## config.mk

```make
export PLATFORM = sky130hd
export DESIGN_NAME = nvmem_host
export DESIGN_NICKNAME = d
export VERILOG_FILES = /design/src/pkg/nvmem_host_pkg.sv /design/src/rtl/cycle_timer.sv /design/src/rtl/nvmem_host.sv
export SDC_FILE = /design/constraint.sdc
export NUM_CORES = 1
export LEC_CHECK = 0
export BUFFER_PORTS_ARGS = -buffer_cell sky130_fd_sc_hd__buf_2
export CORE_MARGIN = 2
export CORE_UTILIZATION = 40
export CTS_BUF_LIST = sky130_fd_sc_hd__clkbuf_8
export CTS_CLUSTER_DIAMETER = 30
export DETAILED_ROUTE_END_ITERATION = 12
export PLACE_DENSITY_LB_ADDON = 0.1
export SLEW_MARGIN = 20
export SYNTH_ARGS = -nofsm -noshare
export SYNTH_HDL_FRONTEND = slang
export SYNTH_SLANG_ARGS = --single-unit
```

## constraint.sdc

```tcl
create_clock -name clk -period 2.4 [get_ports clk]
set_clock_uncertainty 0.05 [all_clocks]
set_input_delay 0.36 -clock clk [delete_from_list [all_inputs] [get_ports clk]]
set_output_delay 0.36 -clock clk [all_outputs]
set_load 0.01 [all_outputs]
```

## src/pkg/nvmem_host_pkg.sv

```systemverilog
// Constants and types for the bytewide nonvolatile memory host controller.
// Assumes a 100 MHz clk; all pin timing is counted in cycles of it.
package nvmem_host_pkg;

	localparam int ADDR_W = 15;
	localparam int DATA_W = 8;
	localparam int DEPTH  = 32768;

	localparam int CLK_PERIOD_NS = 10;

	// Chip select low window per cycle and least precharge time
	localparam int SEL_LOW_MIN_NS   = 70;
	localparam int SEL_LOW_MAX_NS   = 2000;
	localparam int PRECHARGE_MIN_NS = 70;
	// Access time to valid read data
	localparam int ACCESS_NS        = 70;
	// Write strobe low width, and write data set-up before strobe rise
	localparam int STROBE_MIN_NS    = 40;
	localparam int DATA_SETUP_NS    = 20;
	// Time after supply is good before the first access
	localparam int POWER_UP_NS      = 1000;

	localparam int SEL_LOW_CYC   = (SEL_LOW_MIN_NS + CLK_PERIOD_NS - 1) / CLK_PERIOD_NS;
	localparam int SEL_MAX_CYC   = SEL_LOW_MAX_NS / CLK_PERIOD_NS;
	localparam int PRECHARGE_CYC = (PRECHARGE_MIN_NS + CLK_PERIOD_NS - 1) / CLK_PERIOD_NS;
	localparam int ACCESS_CYC    = (ACCESS_NS + CLK_PERIOD_NS - 1) / CLK_PERIOD_NS;
	localparam int STROBE_CYC    = (STROBE_MIN_NS + CLK_PERIOD_NS - 1) / CLK_PERIOD_NS;
	localparam int SETUP_CYC     = (DATA_SETUP_NS + CLK_PERIOD_NS - 1) / CLK_PERIOD_NS;
	localparam int POWER_UP_CYC  = (POWER_UP_NS + CLK_PERIOD_NS - 1) / CLK_PERIOD_NS;

	localparam int CNT_W = 8;

	localparam logic [ADDR_W-1:0] ADDR_RESET = 15'h0000;
	localparam logic [DATA_W-1:0] DATA_RESET = 8'h00;

	typedef enum {
		ST_POWERUP,
		ST_IDLE,
		ST_ACCESS,
		ST_PRECHARGE
	} host_state_type;

endpackage

```

## src/rtl/cycle_timer.sv

```systemverilog
// Loadable down counter used to time pin phases.
// Assumes loads and enables come from the same clk domain.
`timescale 1ns/1ps
module cycle_timer
	import nvmem_host_pkg::*;
(
	input  wire logic             clk,
	input  wire logic             reset,
	input  wire logic             clkEn,
	input  wire logic             load,
	input  wire logic [CNT_W-1:0] loadValue,
	output logic                  done,
	output logic [CNT_W-1:0]      count
);
	logic [CNT_W-1:0] count_r;

	always_ff @(posedge clk) begin
		if (reset) begin
			count_r <= '0;
		end else if (clkEn) begin
			if (load) begin
				count_r <= loadValue;
			end else if (count_r != '0) begin
				count_r <= count_r - 1'b1;
			end
		end
	end

	assign count = count_r;
	assign done  = (count_r == '0);
endmodule

```

## src/rtl/nvmem_host.sv

```systemverilog
// Host controller driving a 32K x 8 bytewide nonvolatile memory through its pins.
// Assumes a 100 MHz clk, synchronous reset, and a user port on the same clock.
`timescale 1ns/1ps
module nvmem_host
	import nvmem_host_pkg::*;
(
	input  wire logic                              clk,
	input  wire logic                              reset,
	input  wire logic                              clkEn,
	input  wire logic                              supplyGood,
	input  wire logic                              reqValid,
	output logic                                   reqReady,
	input  wire logic                              reqWrite,
	input  wire logic [nvmem_host_pkg::ADDR_W-1:0] reqAddr,
	input  wire logic [nvmem_host_pkg::DATA_W-1:0] reqWrData,
	output logic                                   rdValid,
	output logic [nvmem_host_pkg::DATA_W-1:0]      rdData,
	output logic                                   chipSelect_n,
	output logic                                   outputDrive_n,
	output logic                                   writeStrobe_n,
	output logic [nvmem_host_pkg::ADDR_W-1:0]      memAddr,
	input  wire logic [nvmem_host_pkg::DATA_W-1:0] dataBusIn,
	output logic [nvmem_host_pkg::DATA_W-1:0]      dataBusOut,
	output logic                                   dataBusOe
);
	import nvmem_host_pkg::*;

	host_state_type   state_r;
	host_state_type   state_nxt;
	logic             isWrite_r;
	logic             supplyMeta_r;
	logic             supplySync_r;
	logic [DATA_W-1:0] busMeta_r;
	logic [DATA_W-1:0] busSync_r;
	logic             timerLoad;
	logic [CNT_W-1:0] timerValue;
	logic             timerDone;
	logic [CNT_W-1:0] timerCount;
	logic             chipSelect_r;
	logic             outputDrive_r;
	logic             writeStrobe_r;
	logic [ADDR_W-1:0] memAddr_r;
	logic [DATA_W-1:0] dataOut_r;
	logic             dataOe_r;
	logic [DATA_W-1:0] rdData_r;
	logic             rdValid_r;

	// Access phase length: select set-up cycle, min low time, two sync stages
	localparam logic [CNT_W-1:0] ACCESS_LOAD = CNT_W'(SEL_LOW_CYC + 3);
	localparam logic [CNT_W-1:0] PRE_LOAD    = CNT_W'(PRECHARGE_CYC);
	localparam logic [CNT_W-1:0] PWR_LOAD    = CNT_W'(POWER_UP_CYC);
	localparam logic [CNT_W-1:0] STROBE_REL  = 8'h01;

	cycle_timer u_timer (
		.clk       (clk),
		.reset     (reset),
		.clkEn     (clkEn),
		.load      (timerLoad),
		.loadValue (timerValue),
		.done      (timerDone),
		.count     (timerCount)
	);

	// Supply status and data bus come from outside the clock domain
	always_ff @(posedge clk) begin
		if (reset) begin
			supplyMeta_r <= 1'b0;
			supplySync_r <= 1'b0;
			busMeta_r    <= DATA_RESET;
			busSync_r    <= DATA_RESET;
		end else if (clkEn) begin
			supplyMeta_r <= supplyGood;
			supplySync_r <= supplyMeta_r;
			busMeta_r    <= dataBusIn;
			busSync_r    <= busMeta_r;
		end
	end

	assign reqReady = (state_r == ST_IDLE) && supplySync_r && clkEn;

	always_comb begin
		state_nxt  = state_r;
		timerLoad  = 1'b0;
		timerValue = '0;
		case (state_r)
			ST_POWERUP: begin
				if (!supplySync_r) begin
					timerLoad  = 1'b1;
					timerValue = PWR_LOAD;
				end else if (timerDone) begin
					state_nxt = ST_IDLE;
				end
			end
			ST_IDLE: begin
				if (!supplySync_r) begin
					state_nxt = ST_POWERUP;
				end else if (reqValid) begin
					state_nxt  = ST_ACCESS;
					timerLoad  = 1'b1;
					timerValue = ACCESS_LOAD;
				end
			end
			ST_ACCESS: begin
				if (timerDone) begin
					state_nxt  = ST_PRECHARGE;
					timerLoad  = 1'b1;
					timerValue = PRE_LOAD;
				end
			end
			ST_PRECHARGE: begin
				if (timerDone) begin
					state_nxt = ST_IDLE;
				end
			end
			default: begin
				state_nxt = ST_POWERUP;
			end
		endcase
	end

	always_ff @(posedge clk) begin
		if (reset) begin
			state_r <= ST_POWERUP;
		end else if (clkEn) begin
			state_r <= state_nxt;
		end
	end

	// Request capture; address held steady through the whole access
	always_ff @(posedge clk) begin
		if (reset) begin
			isWrite_r <= 1'b0;
			memAddr_r <= ADDR_RESET;
			dataOut_r <= DATA_RESET;
		end else if (clkEn && reqReady && reqValid) begin
			isWrite_r <= reqWrite;
			memAddr_r <= reqAddr;
			dataOut_r <= reqWrData;
		end
	end

	// Pin control: chip select low only in the access phase
	always_ff @(posedge clk) begin
		if (reset) begin
			chipSelect_r  <= 1'b1;
			outputDrive_r <= 1'b1;
			writeStrobe_r <= 1'b1;
			dataOe_r      <= 1'b0;
		end else if (clkEn) begin
			if (state_nxt == ST_ACCESS) begin
				// Select falls a cycle after address, strobe and data settle
				chipSelect_r  <= (state_r != ST_ACCESS);
				// Strobe low before select falls: select-controlled write
				writeStrobe_r <= !(state_r == ST_ACCESS ? isWrite_r : reqWrite);
				// Strobe rises a cycle before select to keep data set-up
				if (state_r == ST_ACCESS && timerCount == STROBE_REL) begin
					writeStrobe_r <= 1'b1;
				end
				outputDrive_r <= (state_r == ST_ACCESS ? isWrite_r : reqWrite);
				dataOe_r      <= (state_r == ST_ACCESS ? isWrite_r : reqWrite);
			end else begin
				chipSelect_r  <= 1'b1;
				outputDrive_r <= 1'b1;
				writeStrobe_r <= 1'b1;
				dataOe_r      <= 1'b0;
			end
		end
	end

	// Read data taken after access time plus synchroniser delay
	always_ff @(posedge clk) begin
		if (reset) begin
			rdData_r  <= DATA_RESET;
			rdValid_r <= 1'b0;
		end else if (clkEn) begin
			rdValid_r <= 1'b0;
			if (state_r == ST_ACCESS && timerDone && !isWrite_r) begin
				rdData_r  <= busSync_r;
				rdValid_r <= 1'b1;
			end
		end
	end

	assign chipSelect_n  = chipSelect_r;
	assign outputDrive_n = outputDrive_r;
	assign writeStrobe_n = writeStrobe_r;
	assign memAddr       = memAddr_r;
	assign dataBusOut    = dataOut_r;
	assign dataBusOe     = dataOe_r;
	assign rdData        = rdData_r;
	assign rdValid       = rdValid_r;
endmodule

```

; Yosys cells after proc, flatten, opt, wreduce, memory -nomap -nowiden
; Cells that the tools add are included.
[word_totals]
regBits = 95
output_inout_bits = 37
wordCells = 64
[classes]
addsub = 1
eq_ne = 8
mux = 25
n_reduce_logical = 15
[op_table]
columns = op, count
row1 = $mux 32, 5
row2 = $pmux 32 s4, 1
row3 = $eq 32x2->1 const B, 3
row4 = $eq 32x3->1 const B, 2
row5 = $eq 32x1->1 const B, 1
row6 = $logic_not 32->1, 1
row7 = $ne 32x3->1 const B, 1
row8 = $pmux 7 s3, 1
row9 = $mux 8, 2
row10 = $mux 1, 11
row11 = $eq 8x1->1 const B, 1
row12 = $logic_not 8->1, 1
row13 = $mux 4, 2
row14 = $reduce_bool 8->1, 1
row15 = $sub 8x1->8 const B, 1
row16 = $logic_and 1x1->1, 7
row17 = $mux 7, 1
row18 = $reduce_and 2->1, 2
row19 = $mux 3, 1
row20 = $pmux 1 s3, 1
row21 = $logic_not 1->1, 2
row22 = $reduce_bool 2->1, 1

; Logic depth before layout (Yosys ltp)
; Gate-level depths: netlist of run 1.
[depth]
word_depth = 6
depth_mapped = 8
ltp_nobuf = 7

; Cells and area by module
; Synthesis of run 1 repeated with hierarchy kept, for this count alone.
[unflattened]
cells_unflattened = 404
hier_area_um2 = 4030.1
[modules_own_cells]
columns = mod, instances, cells_per_inst, area_each_um2
row1 = nvmem_host, 1, 331, 3498.4
row2 = cycle_timer, 1, 73, 531.8

; Least setup slack after synthesis of run 1
; Ideal clock, no wire load.
[synth_timing]
path_type = register to register
from = register u_timer.count_r[1], in the netlist u_timer.count[1]
to = register u_timer.count_r[0], in the netlist u_timer.count[0]
setup_ns = 0.122
t_arrival_ns = 1.860
slack_ns = 0.368
stages_incl_launch_ff = 8
n_path_buf = 0
period_less_slack_ns = 2.032
cell_sequence = dfxtp_1 inv_1 ha_1 nor3b_2 a31oi_2 a211oi_4 o21ai_1 a311o_1
[synth_between]
elab_chain_cells = 5
elab_cells_between_ends = 9
[synth_rtl]
columns = element, line_no
row1 = start: declaration, cycle_timer.sv:15  ; logic [CNT_W-1:0] count_r;
row2 = start signal: assignment, cycle_timer.sv:22  ; count_r <= loadValue;
row3 = start signal: assignment, cycle_timer.sv:24  ; count_r <= count_r - 1'b1;
row4 = $logic_not 8->1, cycle_timer.sv:30  ; assign done = (count_r == '0);
row5 = $mux 1, nvmem_host.sv:104  ; if (timerDone) begin
row6 = $pmux 1 s3, nvmem_host.sv:85  ; case (state_r)
row7 = $reduce_bool 2->1 (no source line), -
row8 = $reduce_and 2->1 (no source line), -
; Several ways; a longest one is shown, not always the timed one.
; A chain may end at the register's enable or synchronous reset.

; Worst setup path in the final report of run 1
[layout_timing]
from = register state_r[12]
to = output reqReady
[layout_between]
elab_chain_cells = 3
[layout_rtl]
columns = element, line_no
row1 = start: declaration, nvmem_host.sv:28  ; host_state_type state_r;
row2 = start signal: assignment, nvmem_host.sv:125  ; state_r <= state_nxt;
row3 = $eq 32x2->1, nvmem_host.sv:79  ; assign reqReady = (state_r == ST_IDLE) && supplySync_r && clkEn;
row4 = $logic_and 1x1->1 (2 in series), nvmem_host.sv:79
row5 = end: declaration, nvmem_host.sv:12  ; output logic reqReady,
; Every way passes these cells.

==> results of run 1 <==
[cell usage after synthesis, drive strengths merged (4+ instances only)]
cell type | count | area share, %
a21oi | 12 | 1.6
and2 | 30 | 5.1
buf | 8 | 1.3
clkbuf | 10 | 1.0
dfxtp | 95 | 51
inv | 5 | 0.50
mux2i | 51 | 14
nand2 | 8 | 0.80
nand3 | 6 | 0.80
nand4 | 4 | 1.5
nor2 | 62 | 6.2
nor3 | 10 | 1.5
nor4 | 14 | 5.5
o21ai | 5 | 0.67
[final cells by class]
type                    count  area (um2)  area share [%]
repair buffers             82         445            9.98
clock inverters             6        70.1            1.57
clock buffers              10         138            3.08
flip-flops and latches     95        1900            42.6
multi-input cells         239        1750            39.2
inverters                   5        18.8           0.420
well taps                 111         139            3.11
[sequential cells by signal, summed over array words and instances, names as in the netlist, 8 cells and up]
register / flops
busMeta_r: 8
busSync_r: 8
dataBusOut: 8
u_timer.count: 8
memAddr: 15
state_r: 32
rdData: 8
[worst min-delay path: stages]
cell and delay (ns):
buf_2 0.07, mux2i_1 0.05, nor2_1 0.07
[per-layer routing]
layer	global-route usage, %	vias to the layer above	routed length (um)
li1	-	1392	-
met1	20.0	1254	3600
met2	24.5	41	3590
met3	4.23	8	296
met4	6.32	0	107
met5	0	-	0
[stage by stage]
stage | setup TNS [ns] | instance area, um2 | hold slack, ns
floorplan | 0 | 3730 | 0.381
global placement | 0 | 4240 | 0.389
detailed placement | 0 | 4240 | 0.393
CTS | 0 | 4460 | 0.160
global route | -0.0237 | 4460 | 0.174
finish | 0 | 4460 | 0.176
[what timing repair did]
item / 4_1_cts / 5_1_grt
setup endpoints to repair: 1 / 6
endpoints found under the hold margin: 0 / 0
gates resized for setup: 1 / 2
pin swaps: 0 / 0
[kinds of logic (layout without fill, tap and decap cells)]
| family | after synthesis | in the layout |
|---|---|---|
| and+or+nand+nor | 150 | 150 |
| DFF | 95 | 95 |
| muxes | 51 | 51 |
| AOI/OAI and AO/OA | 33 | 33 |
| buffers and inverters | 23 | 103 |
| xor gates and xnor gates | 3 | 3 |
| adders and majority gates | 2 | 2 |
[report_power, final]
part / leakage (nW) / total [mW] / internal [mW] / switching [mW]
clock network: 0.106 / 1.09 / 0.518 / 0.576
logic: 0.995 / 0.183 / 0.0827 / 0.100
registers: 0.769 / 1.62 / 1.60 / 0.0217
[worst paths after layout]
check,start,depth (start not counted),slack (ns),to
setup / recovery,state_r[12],5,0.12,reqReady
hold / removal,reqWrData[5],3,0.18,dataBusOut[5]
setup reg to reg,u_timer.count[1],7,0.15,u_timer.count[0]
hold reg to reg,dataBusOe,2,0.41,dataBusOe
==> run metrics, run 1 <==
status=completed; CTS tree=yes; Worst-path clk slew=around 0.10 ns; IO Pins=74; n_diodes=0; post-route insts no fill=548; post-layout net count=471; Post-Synthesis Cells=between 300 and 400; number of global-route vias before repair=2567; DRC Markers=0; Setup Buffers After CTS=0; GRT overflow=0; PnR worst setup slack=roughly 0.12 ns; Seq/Total Area, Yosys=50.9%; post-synthesis adder-cell area fraction=0.670%; crit path launch type=flip-flop; Layout fillers=roughly 880; worst min path class=input port to flip-flop; Final Slew Violations=0; Simple-Gate Fraction of Synth Area=24.6%; largest net degree at the start of global routing=32; WL final=7590 um; Vias=2695; max_cap viols=0; Root Driver=clkbuf_8; post-DP HPWL=5320 um; synthesized-area fraction occupied by ao, oa, aoi and oai cells=6.60%; Tcrit/Tclk final=95.0%; main combinational cell family by area after synthesis=simple AND/OR/NAND/NOR gates; crit-path cells=nor4_2, nand4_4, nor2_2, and4_1, buf_2; Synth Area in XOR/XNOR=less than 1%; static leakage=between 1.5 and 2 nW; clk buf depth=2; vias per cell=between 4 and 5; mux cell area share after synthesis=between 10% and 20%; Highest Clock Rate=438 MHz; #FFs+latches synth=95; Critical Path End Type=output port; clock latency on the worst-skew pair=0.36 ns; Post-Syn Nets=between 300 and 400; slowest CP cell=nor4_2; Hold Vio Cnt, Final=0; placed cell count=532; Critical Path RT=1.99 ns; Setup WS pre-CTS=0.128 ns; Pre-Repair DR Iteration Count=4; Syn Area/Cell=between 10 and 15 um2; Least-Margin Pin Slew=around 0.54 ns; GPL Wtd Cong=about 0.87; crit-path leading delay family=simple AND/OR/NAND/NOR gates; All-Layer GR Usage=15.5%; pwr/cell area=648 mW/mm2; Max-slew headroom=roughly 64%; Setup Crit Path Kind=flip-flop to output port; drt first-iter violations=between 70 and 80; total power=2.89 mW; Die W=101 um; Final setup viols=0; initial antenna violation count=0; core footprint=0.00915 mm2; number of enable flip-flop cells after synthesis=0; die span in y=101 um; H-Tree Depth=3; Layout Utilization=48.8%; Max FO, Critical Path=7; layout cells sized above 1=approximately 27%; hold buffers post-CTS=0; Worst Path Arrival=1.87 ns; commonest cells after routing, fill and taps aside=dfxtp_1 (95), buf_2 (73), nor2_1 (61); peak supply drop=0.357 mV; Buf+Inv Stages, Crit Path=1; cts bufs inserted=9; mapped cell area=roughly 0.0037 mm2; Yosys cell types=49; port bufs=73; RSZ-0062 raised after global routing=true; P&R area growth vs syn=19.6%; DRT antenna net count=0; commonest non-fill, non-tap cell in the layout=dfxtp_1; Routed WL per cell=13.9 um; Sink Count=95; Final Critical Period=2.28 ns; post-synthesis async set-or-reset flop share=0%; Initial Utilization=approximately 41%; synthesis warning total=0; slowest stage delay, CP=0.40 ns; FP Rows=35; first-pass GRT wire length=12400 um; most used flip-flop cell after synthesis=dfxtp_1; die area=0.0101 mm2
(Power assumes the default switching activity.)
==> inputs of run 2 (changes only) <==
==> constraint.sdc (replaced) <==
create_clock -name clk -period 2.4 [get_ports clk]
set_clock_uncertainty 0.05 [all_clocks]
set_input_delay 0.72 -clock clk [delete_from_list [all_inputs] [get_ports clk]]
set_output_delay 0.72 -clock clk [all_outputs]
set_load 0.01 [all_outputs]
==> run 2 against run 1 <==
Net effect: the run now ends with negative setup slack left; utilization rose by 0.59 points; critical path type unchanged; fmax shrank 5.8%; largest cell class unchanged; sequential share of layout area decreased by 0.37 points; routed wire length grew 1.8%; global-route usage grew 0.45 points; total power fell by 5.2%; register-to-register slack worse by 0.03 ns.
==> run metrics, run 2 (synthesis results as in run 1) <==
WHS=0.418 ns (+0.243 ns); Pre-Repair DR Iteration Count=4 (unchanged); Hold Vio Cnt, Final=0 (unchanged); largest net degree at the start of global routing=33 (+3.1%); Worst Path Arrival=1.65 ns (-0.22 ns); IO Pins=74 (unchanged); DRC Markers=0 (unchanged); Initial Utilization=40.8% (unchanged); n_diodes=0 (unchanged); RSZ-0062 raised after global routing=true; Tcrit/Tclk final=101% (+5.8 points); P&R area growth vs syn=21.0%; Vias=2788 (+3.5%); reg2reg setup slack=0.12 ns (-0.03 ns); H-Tree Depth=3 (unchanged); cts bufs inserted=9 (unchanged); Root Driver=clkbuf_8; Layout Utilization=49.4% (+0.59 points); Setup TNS=-0.0209 ns (-0.0209 ns); Critical Path End Type=output port; status=finished with violations; met3 Resource Use GR=4.85% (+0.62 points); GR peak layer=met2; drt first-iter violations=139 (+90%); die span in y=101 um (unchanged); clk buf depth=2 (unchanged); Highest Clock Rate=413 MHz (-5.8%); Routed WL per cell=13.9 um (+0.15%); Largest register FFs=32 (unchanged); Least-Margin Pin Slew=0.403 ns (-0.136 ns); Multi-input gate area=0.00176 mm2 (+0.43%); post-DP HPWL=5490 um (+3.1%); Finished Cell Area=0.00452 mm2 (+1.2%); number of global-route vias before repair=2688 (+4.7%); commonest cells after routing, fill and taps aside=dfxtp_1 (90), buf_2 (72), nor2_1 (61); WL final=7730 um (+1.8%); failing checks=negative setup slack; Sink Count=95 (unchanged); vias per cell=5.01 (+1.8%); Layout fillers=894 (+1.1%); PnR worst setup slack=-0.0209 ns (-0.140 ns); met1 Usage GRT=20.8% (+0.79 points); crit path launch type=flip-flop; core footprint=0.00915 mm2 (unchanged); post-layout net count=480 (+1.9%); hold buffers post-CTS=0 (unchanged); Largest Register=state_r; pwr/cell area=608 mW/mm2 (-6.3%); placed instance area=0.00428 mm2 (+0.89%); layout cells sized above 1=29.8% (+2.6 points); Final Slew Violations=0 (unchanged); peak supply drop=0.327 mV (-8.4%); GPL Wtd Cong=0.877 (+0.48%); Critical Path RT=1.63 ns (-0.36 ns); worst min path class=flip-flop to flip-flop; All-Layer GR Usage=15.9% (+0.45 points); Setup Crit Path Kind=flip-flop to output port; GR Util met2=25.5% (+1.0 points); GRT overflow=0 (unchanged); CTS tree=yes; Final Critical Period=2.42 ns (+0.140 ns); Worst-path clk slew=0.10 ns (about the same); max_cap viols=0 (unchanged); Die W=101 um (unchanged); port bufs=73 (unchanged); Max FO, Critical Path=2 (-5); Reg area=0.00191 mm2 (+0.33%); Max-slew headroom=72.9% (+9.2 points); DRT antenna net count=0 (unchanged); first-pass GRT wire length=12800 um (+3.3%); commonest non-fill, non-tap cell in the layout=dfxtp_1; static leakage=1.91 nW (+1.9%); FP Rows=35 (unchanged); clock latency on the worst-skew pair=0.35 ns (about the same); Final setup viols=1 (+1); die area=0.0101 mm2 (unchanged); initial antenna violation count=0 (unchanged)
## run 2: metal layers
metal  part of all wire, %  up-vias  wire (um)
li1                      -     1413          -
met1                    46     1294       3560
met2                    48       75       3690
met3                   5.0        6        390
met4                   1.2        0         89
met5                     0        -          0
## run 2: worst max-delay path: stages, from the launching register on
cell	delay, ns
dfxtp_1	0.34
nor4_4	0.38
nand4_4	0.15
nor2_4	0.11
and4_1	0.21
buf_6	0.11
## run 2: report_power, final
| group | switching (mW) | total (mW) | leakage (nW) | internal [mW] |
|---|---|---|---|---|
| registers | 0.0210 | 1.62 | 0.771 | 1.60 |
| logic | 0.102 | 0.187 | 1.05 | 0.0848 |
| clock network | 0.562 | 0.941 | 0.0870 | 0.379 |
## run 2: path summary, 6_finish.rpt
check | startpoint | depth (start not counted) | to
setup / recovery | state_r[19] | 5 | reqReady
hold reg to reg | state_r[7] | 1 | state_r[7]
setup reg to reg | state_r[19] | 8 | dataBusOut[5]
hold / removal | state_r[7] | 1 | state_r[7]
## run 2: metrics by stage
stage / cells / setup WS (ns) / total power, mW
final: 557 / -0.0209 / 2.75
after global routing: 557 / -0.122 / 2.88
after CTS: 556 / -0.0692 / 2.79
after detailed placement: 537 / 0.198 / 1.84
after global placement: 537 / 0.208 / 1.84
after floorplan: 357 / 0.147 / 1.77
## run 2: repair_timing
item / 4_1_cts / 5_1_grt
buffers inserted: 3 / 1
setup endpoints to repair: 1 / 8
gates cloned: 0 / 0
pin swaps: 5 / 5
gates resized for setup: 6 / 4
## run 2: final cells by class
type / count / area share [%]
multi-input combinational: 239 / 38.9
tap: 111 / 3.07
sequential: 95 / 42.2
clock buffer: 9 / 2.74
timing repair buffer: 91 / 11.5
clock inverter: 7 / 1.11
inverter: 5 / 0.415
